`config.mk`:
```
export PLATFORM = sky130hd
export DESIGN_NAME = io_word_decode
export DESIGN_NICKNAME = d
export VERILOG_FILES = /design/src/shared/io_word_pkg.sv /design/src/rtl/dac_code_bank.sv /design/src/rtl/io_word_decode.sv
export VERILOG_INCLUDE_DIRS = /design/src /design/src/shared
export SDC_FILE = /design/constraint.sdc
export NUM_CORES = 1
export LEC_CHECK = 0
export ABC_AREA = 1
export CAP_MARGIN = 20
export CORE_MARGIN = 5
export CORE_UTILIZATION = 55
export DETAILED_ROUTE_END_ITERATION = 8
export DONT_BUFFER_PORTS = 1
export PLACE_DENSITY = 0.7
export RECOVER_POWER = 100
export SYNTH_ARGS = -nofsm -noshare
export SYNTH_HDL_FRONTEND = slang
export SYNTH_HIERARCHICAL = 1
export SYNTH_SLANG_ARGS = --single-unit
export TNS_END_PERCENT = 1
```
`constraint.sdc`:
```
create_clock -name CORE_CLK -period 1.7 [get_ports CORE_CLK]
set_input_delay 0.085 -clock CORE_CLK [delete_from_list [all_inputs] [get_ports CORE_CLK]]
set_output_delay 0.085 -clock CORE_CLK [all_outputs]
set_load 0.01 [all_outputs]
```
`src/shared/io_word_consts.svh`:
```
// command field positions, keys, tags and reset values for the word decoder
`ifndef IO_WORD_CONSTS_SVH
`define IO_WORD_CONSTS_SVH

// command word layout
`define CMD_KIND_BIT 15
`define REG_ADDR_HI 14
`define REG_ADDR_LO 11
`define RST_KEY_HI 10
`define PIN_FIELD_HI 7
`define CHAN_HI 14
`define CHAN_LO 12
`define CODE_HI 11

// register addresses carried in bits 14:11
`define TS_REG_ADDR 4'hD
`define RST_REG_ADDR 4'hF

// software reset key, binary 10110101100
`define RST_KEY 11'h5AC

// readback tags
`define TEMP_TAG 4'h8
`define ADC_MSB 1'h0
`define RDBK_MSB 1'h1

// reset values
`define TS_RESET 8'h00
`define CODE_RESET 12'h000
`define WORD_RESET 16'h0000

`endif

```
`src/shared/io_word_pkg.sv`:
```
// types used by the command word decoder for decode, code writes and answers
package io_word_pkg;

	// kind of an incoming command word, one-hot
	typedef enum logic [4:0] {
		CMD_NONE = 5'h01,
		CMD_TS = 5'h02,
		CMD_RST = 5'h04,
		CMD_DAC = 5'h08,
		CMD_OTHER = 5'h10
	} cmd_kind_e;

	// converter data write fields
	typedef struct packed {
		logic [2:0] chan;
		logic [11:0] code;
	} code_wr_s;

	// layout of every returned word
	typedef struct packed {
		logic msb;
		logic [2:0] chan;
		logic [11:0] data;
	} rsp_s;

endpackage

```
`src/rtl/dac_code_bank.sv`:
```
// bank of stored output codes, one per channel, with read port
`include "io_word_consts.svh"
module dac_code_bank #(
	parameter int CHANNELS = 8,
	parameter int WIDTH = 12,
	parameter int CW = $clog2(CHANNELS)
) (
	input wire logic clk,
	input wire logic nrst,
	input wire logic clr,
	input wire logic wr_en,
	input wire logic [CW-1:0] wr_chan,
	input wire logic [WIDTH-1:0] wr_code,
	input wire logic [CW-1:0] rd_chan,
	output logic [WIDTH-1:0] rd_code,
	output logic [CHANNELS*WIDTH-1:0] codes
);

	// ************************************************************
	// code storage
	// ************************************************************
	logic [WIDTH-1:0] code_q [CHANNELS]; // one code per channel
	logic [WIDTH-1:0] code_d [CHANNELS];

	// next codes: clear beats write so a reset word wins
	always_comb begin
		for (int i = 0; i < CHANNELS; i++) begin
			code_d[i] = code_q[i];
			if (clr) begin
				code_d[i] = WIDTH'(`CODE_RESET);
			end else if (wr_en && (wr_chan == CW'(i))) begin
				code_d[i] = wr_code;
			end
		end
	end

	// register the codes
	always_ff @(posedge clk or negedge nrst) begin
		if (!nrst) begin
			for (int i = 0; i < CHANNELS; i++) begin
				code_q[i] <= WIDTH'(`CODE_RESET);
			end
		end else begin
			code_q <= code_d;
		end
	end

	// read port shows the stored value, so a same-cycle write reads old data
	always_comb begin
		rd_code = code_q[rd_chan];
		for (int i = 0; i < CHANNELS; i++) begin
			codes[i*WIDTH +: WIDTH] = code_q[i];
		end
	end

endmodule

```
`src/rtl/io_word_decode.sv`:
```
// command word decoder and readback word builder of the converter device
// Behaviour
// - address 1101 selects the three-state register
// - three-state bit n floats pin n, resets zero
// - address 1111 selects software reset register
// - exact key in bits 10:0 resets everything
// - bits 14:12 channel, bits 11:0 code stored
// - conversion word: bit15 low, channel, result
// - temperature word: tag 1000, then result
// - code readback: bit15 high, channel, code
`include "io_word_consts.svh"
module io_word_decode #(
	parameter int CHANNELS = 8,
	parameter int WIDTH = 12
) (
	input wire logic CORE_CLK,
	input wire logic NRST,
	input wire logic CMD_VALID, // one word from the link layer
	input wire logic [15:0] CMD_WORD,
	input wire logic ADC_VALID, // conversion finished
	input wire logic [2:0] ADC_CHAN,
	input wire logic [WIDTH-1:0] ADC_DATA,
	input wire logic TEMP_VALID, // temperature conversion finished
	input wire logic [WIDTH-1:0] TEMP_DATA,
	input wire logic RDBK_REQ, // read back one stored code
	input wire logic [2:0] RDBK_CHAN,
	output logic [7:0] PIN_FLOAT,
	output logic [CHANNELS*WIDTH-1:0] DAC_CODES,
	output logic RSP_VALID,
	output logic [15:0] RSP_WORD,
	output logic SOFT_RST
);

	// ************************************************************
	// command decode
	// ************************************************************
	io_word_pkg::cmd_kind_e kind; // what the incoming word is
	io_word_pkg::code_wr_s code_wr; // write fields
	logic sw_clr; // key matched: clear the whole block
	logic [WIDTH-1:0] rd_code; // stored code of RDBK_CHAN

	// classify the word; bit 15 alone picks a data write
	always_comb begin
		code_wr = io_word_pkg::code_wr_s'(CMD_WORD[`CHAN_HI:0]);
		if (!CMD_VALID) begin
			kind = io_word_pkg::CMD_NONE;
		end else if (CMD_WORD[`CMD_KIND_BIT]) begin
			kind = io_word_pkg::CMD_DAC;
		end else if (CMD_WORD[`REG_ADDR_HI:`REG_ADDR_LO] == `TS_REG_ADDR) begin
			kind = io_word_pkg::CMD_TS;
		end else if (CMD_WORD[`REG_ADDR_HI:`REG_ADDR_LO] == `RST_REG_ADDR) begin
			kind = io_word_pkg::CMD_RST;
		end else begin
			kind = io_word_pkg::CMD_OTHER; // other registers live elsewhere
		end
	end

	// only the exact key resets; any other value is dropped
	assign sw_clr = (kind == io_word_pkg::CMD_RST)
		&& (CMD_WORD[`RST_KEY_HI:0] == `RST_KEY);

	// ************************************************************
	// three-state select register
	// ************************************************************
	logic [7:0] ts_q; // one float bit per pin
	logic [7:0] ts_d;

	// bits 10:8 are reserved and not stored, so junk there is harmless
	always_comb begin
		ts_d = ts_q;
		if (sw_clr) begin
			ts_d = `TS_RESET;
		end else if (kind == io_word_pkg::CMD_TS) begin
			ts_d = CMD_WORD[`PIN_FIELD_HI:0];
		end
	end

	// register the float bits
	always_ff @(posedge CORE_CLK or negedge NRST) begin
		if (!NRST) begin
			ts_q <= `TS_RESET;
		end else begin
			ts_q <= ts_d;
		end
	end

	assign PIN_FLOAT = ts_q;

	// ************************************************************
	// output code storage
	// ************************************************************
	dac_code_bank #(
		.CHANNELS(CHANNELS),
		.WIDTH(WIDTH)
	) u_bank (
		.clk(CORE_CLK),
		.nrst(NRST),
		.clr(sw_clr),
		.wr_en(kind == io_word_pkg::CMD_DAC),
		.wr_chan(code_wr.chan),
		.wr_code(code_wr.code),
		.rd_chan(RDBK_CHAN),
		.rd_code(rd_code),
		.codes(DAC_CODES)
	);

	// ************************************************************
	// readback word builder
	// ************************************************************
	io_word_pkg::rsp_s rsp_q; // last word built
	io_word_pkg::rsp_s rsp_d;
	logic rsp_vld_q; // one-cycle strobe
	logic rsp_vld_d;
	logic srst_q; // reset pulse for the rest of the device
	logic srst_d;

	// one word per cycle: readback before conversion before temperature;
	// a losing source is dropped, the link layer must not overlap them
	always_comb begin
		rsp_d = rsp_q;
		rsp_vld_d = 1'b0;
		srst_d = sw_clr;
		if (sw_clr) begin
			rsp_d = io_word_pkg::rsp_s'(`WORD_RESET);
		end else if (RDBK_REQ) begin
			rsp_d = {`RDBK_MSB, RDBK_CHAN, rd_code};
			rsp_vld_d = 1'b1;
		end else if (ADC_VALID) begin
			rsp_d = {`ADC_MSB, ADC_CHAN, ADC_DATA};
			rsp_vld_d = 1'b1;
		end else if (TEMP_VALID) begin
			rsp_d = {`TEMP_TAG, TEMP_DATA};
			rsp_vld_d = 1'b1;
		end
	end

	// register the answer
	always_ff @(posedge CORE_CLK or negedge NRST) begin
		if (!NRST) begin
			rsp_q <= io_word_pkg::rsp_s'(`WORD_RESET);
			rsp_vld_q <= 1'b0;
			srst_q <= 1'b0;
		end else begin
			rsp_q <= rsp_d;
			rsp_vld_q <= rsp_vld_d;
			srst_q <= srst_d;
		end
	end

	assign RSP_WORD = rsp_q;
	assign RSP_VALID = rsp_vld_q;
	assign SOFT_RST = srst_q;

	// ************************************************************
	// checks
	// ************************************************************
	chk_ts_select: assert property (@(posedge CORE_CLK) disable iff (!NRST)
		(CMD_VALID && !CMD_WORD[15] && CMD_WORD[14:11] == 4'hD)
		|=> PIN_FLOAT == $past(CMD_WORD[7:0]))
		else $error("float bits not loaded");

	chk_ts_hold: assert property (@(posedge CORE_CLK) disable iff (!NRST)
		!(CMD_VALID && !CMD_WORD[15] && CMD_WORD[14:11] inside {4'hD, 4'hF})
		|=> $stable(PIN_FLOAT))
		else $error("float bits changed without a select word");

	chk_reset_key: assert property (@(posedge CORE_CLK) disable iff (!NRST)
		(CMD_VALID && CMD_WORD == 16'h7DAC)
		|=> SOFT_RST && PIN_FLOAT == 8'h00 && !RSP_VALID && DAC_CODES == '0)
		else $error("keyed reset did not clear state");

	chk_bad_key: assert property (@(posedge CORE_CLK) disable iff (!NRST)
		(CMD_VALID && CMD_WORD[15:11] == 5'h0F && CMD_WORD[10:0] != 11'h5AC)
		|=> !SOFT_RST && $stable(PIN_FLOAT) && $stable(DAC_CODES))
		else $error("wrong key disturbed state");

	chk_ctrl_no_code: assert property (@(posedge CORE_CLK) disable iff (!NRST)
		(CMD_VALID && !CMD_WORD[15] && CMD_WORD[14:11] != 4'hF)
		|=> $stable(DAC_CODES))
		else $error("control word changed a stored code");

	chk_code_store: assert property (@(posedge CORE_CLK) disable iff (!NRST)
		(CMD_VALID && CMD_WORD[15])
		|=> DAC_CODES[$past(CMD_WORD[14:12])*12 +: 12] == $past(CMD_WORD[11:0]))
		else $error("data write not stored");

	chk_rdbk_word: assert property (@(posedge CORE_CLK) disable iff (!NRST)
		(CMD_VALID && CMD_WORD[15]) ##1 (RDBK_REQ && !sw_clr
		&& RDBK_CHAN == $past(CMD_WORD[14:12]))
		|=> RSP_VALID && RSP_WORD == {1'b1, $past(RDBK_CHAN), $past(CMD_WORD[11:0], 2)})
		else $error("readback word wrong");

	chk_adc_word: assert property (@(posedge CORE_CLK) disable iff (!NRST)
		(ADC_VALID && !RDBK_REQ && !sw_clr)
		|=> RSP_VALID && !RSP_WORD[15] && RSP_WORD[14:12] == $past(ADC_CHAN)
		&& RSP_WORD[11:0] == $past(ADC_DATA))
		else $error("conversion word wrong");

	chk_temp_word: assert property (@(posedge CORE_CLK) disable iff (!NRST)
		(TEMP_VALID && !ADC_VALID && !RDBK_REQ && !sw_clr)
		|=> RSP_VALID && RSP_WORD == {4'h8, $past(TEMP_DATA)})
		else $error("temperature word wrong");

	chk_rsp_pulse: assert property (@(posedge CORE_CLK) disable iff (!NRST)
		(!RDBK_REQ && !ADC_VALID && !TEMP_VALID && !sw_clr)
		|=> !RSP_VALID ##0 $stable(RSP_WORD))
		else $error("answer without a source");

	// a keyed word is the only cause of the reset pulse
	chk_srst_cause: assert property (@(posedge CORE_CLK) disable iff (!NRST)
		!(CMD_VALID && CMD_WORD == 16'h7DAC) |=> !SOFT_RST)
		else $error("reset pulse without a keyed word");

	// readback wins over conversion and temperature; only a keyed reset word beats it
	chk_rdbk_first: assert property (@(posedge CORE_CLK) disable iff (!NRST)
		(RDBK_REQ && !sw_clr)
		|=> RSP_VALID && RSP_WORD[15] && RSP_WORD[14:12] == $past(RDBK_CHAN))
		else $error("readback lost to another source");

endmodule

```
==> impl.org <==
** Power and ir drop
- Cell internal power was estimated by the tool at 6250 µW.
- IR analysis of the VDD net gives a maximum drop of 0.000747 V.
- Switching part of the total :: 32.7%
- The analysis attributes to net switching a power of 3040 µW.
- Reg power frac :: 47.2%
- The analysis attributes to cell leakage a power of 0.00390 µW.
- In this run the power density over the cells is 1240 mW/mm².
- Combinational logic is responsible for 15.9% of the overall power.
- The clock network burns 36.9% of the power.

** Logic synthesis
- After synthesis, the netlist uses 23 different library cells.
- Gate count after technology mapping :: 920
- Number of storage elements in the synthesis netlist :: 122
- Synth Cell Area :: 0.00654 mm²
- Cell taking the most area after synthesis :: sky130_fd_sc_hd__dfrtp_1
- Yosys attributes the largest share of cell area to sky130_fd_sc_hd__dfrtp_1, sky130_fd_sc_hd__nand2_1, sky130_fd_sc_hd__inv_1, sky130_fd_sc_hd__o21ai_0, sky130_fd_sc_hd__nand3_1.
- Yosys top cell area share :: 46.7%
- Sorting the synthesized cells by how often they occur yields sky130_fd_sc_hd__nand2_1, sky130_fd_sc_hd__inv_1, sky130_fd_sc_hd__dfrtp_1.
- Yosys warns :: 6
- After synthesis, the share of flip-flops with an asynchronous set or reset is 100%.
- Averaged over all synthesized cells, the footprint is 7.11 µm².
- Most common cell in the netlist :: sky130_fd_sc_hd__nand2_1
- Count of flip-flops with a built-in enable after synthesis :: 0
- When the netlist entered floorplanning its net count stood at 972.
- Prevailing post-synth register cell :: sky130_fd_sc_hd__dfrtp_1
- Post-synthesis sequential area ratio :: 46.7%

** Setup path
- Top delay family on crit path :: simple AND/OR/NAND/NOR gates
- STA puts the critical path data arrival time at 2050 ps.
- In this design, the stage delay of the slowest critical-path cell is 770 ps.
- For the worst flop-to-flop path, the logic depth is 10.
- In this run the critical register-to-register path is captured at RSP_WORD[6]$_DFFE_PN0P_.
- Maximum fanout along the worst path :: 8
- The worst setup path is of the primary input to flop kind.
- Cell with the largest stage delay on the worst path :: sky130_fd_sc_hd__nor2_1
- STA classifies the critical path endpoint as a flop.
- The number of buffers and inverters on the critical path is 3.
- The most critical setup path has its startpoint at CMD_WORD[7].
- The worst register-to-register path begins at u_bank/codes[54]$_DFFE_PN0P_.
- Number of cells on the critical path :: 9
- The critical path ends at u_bank/codes[56]$_DFFE_PN0P_.
- Launching element type of the critical path :: primary input
- Setup slack on the worst reg-to-reg path comes out at 260 ps.
- Walking the worst path, the cells encountered are dlygate4sd3_1, inv_1, nor3_1, nand3_1, nor3_2, buf_4, nor2_1, nand2_1, o21ai_0.
- For the worst setup path, the data required time is 2030 ps.

** Global route
- Number of antenna violations at the first check in global routing :: 0
- Gr usage total :: 29.3%
- The first global-routing pass estimated 32400 µm of wire.
- Via count of the first global-routing pass :: 5994
- Overflow left after global routing :: 0
- Maximum number of pins on one net before global-route repair :: 123

** Clock network
- After clock tree synthesis, the clock-pin slew on the worst setup and hold paths is 60 ps.
- Clock latency on the worst-skew pair, taken at its later pin, is 420 ps.
- Root buffer cell :: sky130_fd_sc_hd__clkbuf_16
- TritonCTS built the clock tree.
- Number of buffers inserted for hold repair after clock tree synthesis :: 31
- Longest Clk Path Bufs :: 2
- The clock drives 122 sinks.
- Total CTS buffers :: 17
- Number of levels in the clock H-tree :: 4

** Die
- The die is 119 µm tall.
- Row Count :: 39
- Count of boundary I/O pins :: 174
- Initial standard-cell utilization of the core :: 56.8%
- Die Area :: 0.0142 mm²
- DIE WIDTH :: 119 µm
- Std-Cell Core Area :: 0.0115 mm²

** Finish
- The post-route netlist has 8.12% of its cells at a drive strength greater than 1.
- At the end of the flow, the number of nets in the layout was 988.
- Once layout is complete, the cells apart from fillers number 1091.
- Antenna diode count :: 0
- Final Util :: 64.9%
- Area delta synth->final :: 14.4%
- FILL cells :: 1014

** Detailed routing
- In the routed layout, each cell is associated on average with a via count of 5.52.
- Router iterations before antenna repair :: 7
- Starting DRT DRC Count :: 732
- Number of remaining DRC errors :: 0
- For this block, the routed nets add up to 20500 µm of wire.
- In this run the remaining antenna-violating nets after routing total 0.
- Routed WL per cell :: 18.8 µm
- Detailed routing inserted a total of 6020 vias.

** Timing
- Final setup viols :: 8
- Dividing the final minimum period by the clock period gives 101%.
- Total negative slack :: -41.5 ps
- Setup repair after global routing missed its margin :: true
- For the pin with the worst max-slew slack, the measured transition is 1010 ps.
- On the final layout, the worst hold slack is -634 ps.
- Final clock skew :: 9.12 ps
- Final worst setup slack :: -15.0 ps
- Timing would allow up to 0.583 GHz.
- Max-slew headroom at the worst pin :: 32.7%
- Number of pins exceeding their max-slew limit in the final report :: 0
- Period minus WS final :: 1720 ps
- The number of hold-slack violations in the final timing report was 123.

** Outcome
- The checks that failed: hold timing, setup timing.
- The flow ran to the end, but the final reports show violations.

** Run
- Across the run, the number of max-cap violations was 0.

** Placed design
- After detailed placement, the design holds a cell count of 1027.
- Port Buffer Count :: 0
- Sum of net half-perimeters after detailed placement :: 14000 µm
- Routability-driven placement congestion ratio :: 0.878

** Min path
- Min-Delay Path Class :: primary input to async pin
## worst min-delay path by stage
stage,slack (ps),end,cells after the start
after floorplan,-210,PIN_FLOAT[0]$_DFFE_PN0P_,0
after global placement,-210,u_bank/codes[45]$_DFFE_PN0P_,0
after detailed placement,-210,u_bank/codes[33]$_DFFE_PN0P_,0
after CTS,-640,u_bank/codes[45]$_DFFE_PN0P_,0
after global routing,-650,u_bank/codes[45]$_DFFE_PN0P_,0
final,-630,u_bank/codes[14]$_DFFE_PN0P_,0
## logic make-up after synthesis
group                  count (synthesis)  synth area share, %
flip-flops                           122                 46.7
buffers and inverters                201                 13.2
AO/OA/AOI/OAI                        131                 10.1
AND/OR/NAND/NOR                      466                 30.0
## power groups by stage
stage / clock network, µW / registers (µW) / logic, µW
2_1_floorplan: 0 / 4210 / 1100
3_3_place_gp: 0 / 4440 / 1310
3_5_place_dp: 0 / 4450 / 1360
4_1_cts: 3460 / 4410 / 1450
5_1_grt: 3630 / 4480 / 1700
6_report: 3430 / 4390 / 1480
## registers in the layout (all words and copies together) (netlist names)
name          flops
RSP_WORD         16
PIN_FLOAT         8
RSP_VALID         1
SOFT_RST          1
u_bank/codes     96
## worst register-to-register path, cell delays in order, from the launching register on
cell,delay (ps)
sky130_fd_sc_hd__dfrtp_1,420
sky130_fd_sc_hd__inv_1,90
sky130_fd_sc_hd__nand2_1,50
sky130_fd_sc_hd__nand3_1,110
sky130_fd_sc_hd__nand2_1,110
sky130_fd_sc_hd__nand2_1,100
sky130_fd_sc_hd__nand2_1,80
sky130_fd_sc_hd__nand2_1,80
sky130_fd_sc_hd__o21ai_1,90
sky130_fd_sc_hd__nand3_1,120
sky130_fd_sc_hd__nand2_1,70
## cell type report
class                   instances  area (µm²)  area share, %
clock inverters                 7        65.1          0.870
repair buffers                 43         422           5.64
inverters                     155         582           7.78
flip-flops and latches        122        3050           40.8
clock buffers                  24         502           6.71
multi-input cells             597        2670           35.8
well taps                     143         179           2.39
## stage by stage
stage	cell area [µm²]	hold slack (ps)	total power [µW]	setup WS, ps
floorplan	6540	-211	5300	205
global placement	6530	-207	5750	81.5
detailed placement	6530	-207	5810	45.6
CTS	7400	-642	9320	12.0
global route	7480	-653	9800	-150
finish	7480	-634	9300	-15.0
## routing by layer
metal	vias up	global-route usage, %	routed length, µm
li1	2855	-	-
met1	2848	35.4	7850
met2	281	47.0	9910
met3	36	11.6	2190
met4	0	11.9	558
met5	-	0	0
## placed cells by master, fill, tap and decap left out
master | Yosys | final
sky130_fd_sc_hd__a31oi_1 | 1 | 1
sky130_fd_sc_hd__and3_1 | 1 | 1
sky130_fd_sc_hd__buf_12 | 0 | 1
sky130_fd_sc_hd__buf_4 | 12 | 10
sky130_fd_sc_hd__bufinv_16 | 0 | 1
sky130_fd_sc_hd__clkbuf_1 | 4 | 2
sky130_fd_sc_hd__clkbuf_16 | 0 | 17
sky130_fd_sc_hd__clkbuf_8 | 0 | 5
sky130_fd_sc_hd__clkdlybuf4s15_2 | 0 | 1
sky130_fd_sc_hd__clkinv_2 | 0 | 4
sky130_fd_sc_hd__clkinvlp_4 | 0 | 2
sky130_fd_sc_hd__dfrtp_1 | 122 | 122
sky130_fd_sc_hd__dlygate4sd3_1 | 0 | 29
sky130_fd_sc_hd__dlymetal6s4s_1 | 0 | 2
sky130_fd_sc_hd__inv_1 | 149 | 149
sky130_fd_sc_hd__inv_2 | 6 | 6
sky130_fd_sc_hd__nand2_1 | 338 | 337
sky130_fd_sc_hd__nand2_2 | 8 | 4
sky130_fd_sc_hd__nand2_4 | 0 | 5
sky130_fd_sc_hd__nand3_1 | 80 | 80
sky130_fd_sc_hd__nand3_2 | 6 | 6
sky130_fd_sc_hd__nand3_4 | 1 | 1
sky130_fd_sc_hd__nor2_1 | 22 | 17
sky130_fd_sc_hd__nor2_2 | 3 | 7
sky130_fd_sc_hd__nor2_4 | 3 | 4
sky130_fd_sc_hd__nor3_1 | 3 | 2
sky130_fd_sc_hd__nor3_2 | 1 | 2
sky130_fd_sc_hd__o21ai_0 | 85 | 84
sky130_fd_sc_hd__o21ai_1 | 44 | 45
sky130_fd_sc_hd__o21ai_2 | 1 | 1
## what timing repair did
item	4_1_cts	5_1_grt
resized for setup	0	16
setup buffers	0	1
endpoints found under the hold margin	150	122
endpoints found under the setup margin	0	98
(Power assumes the default switching activity.)
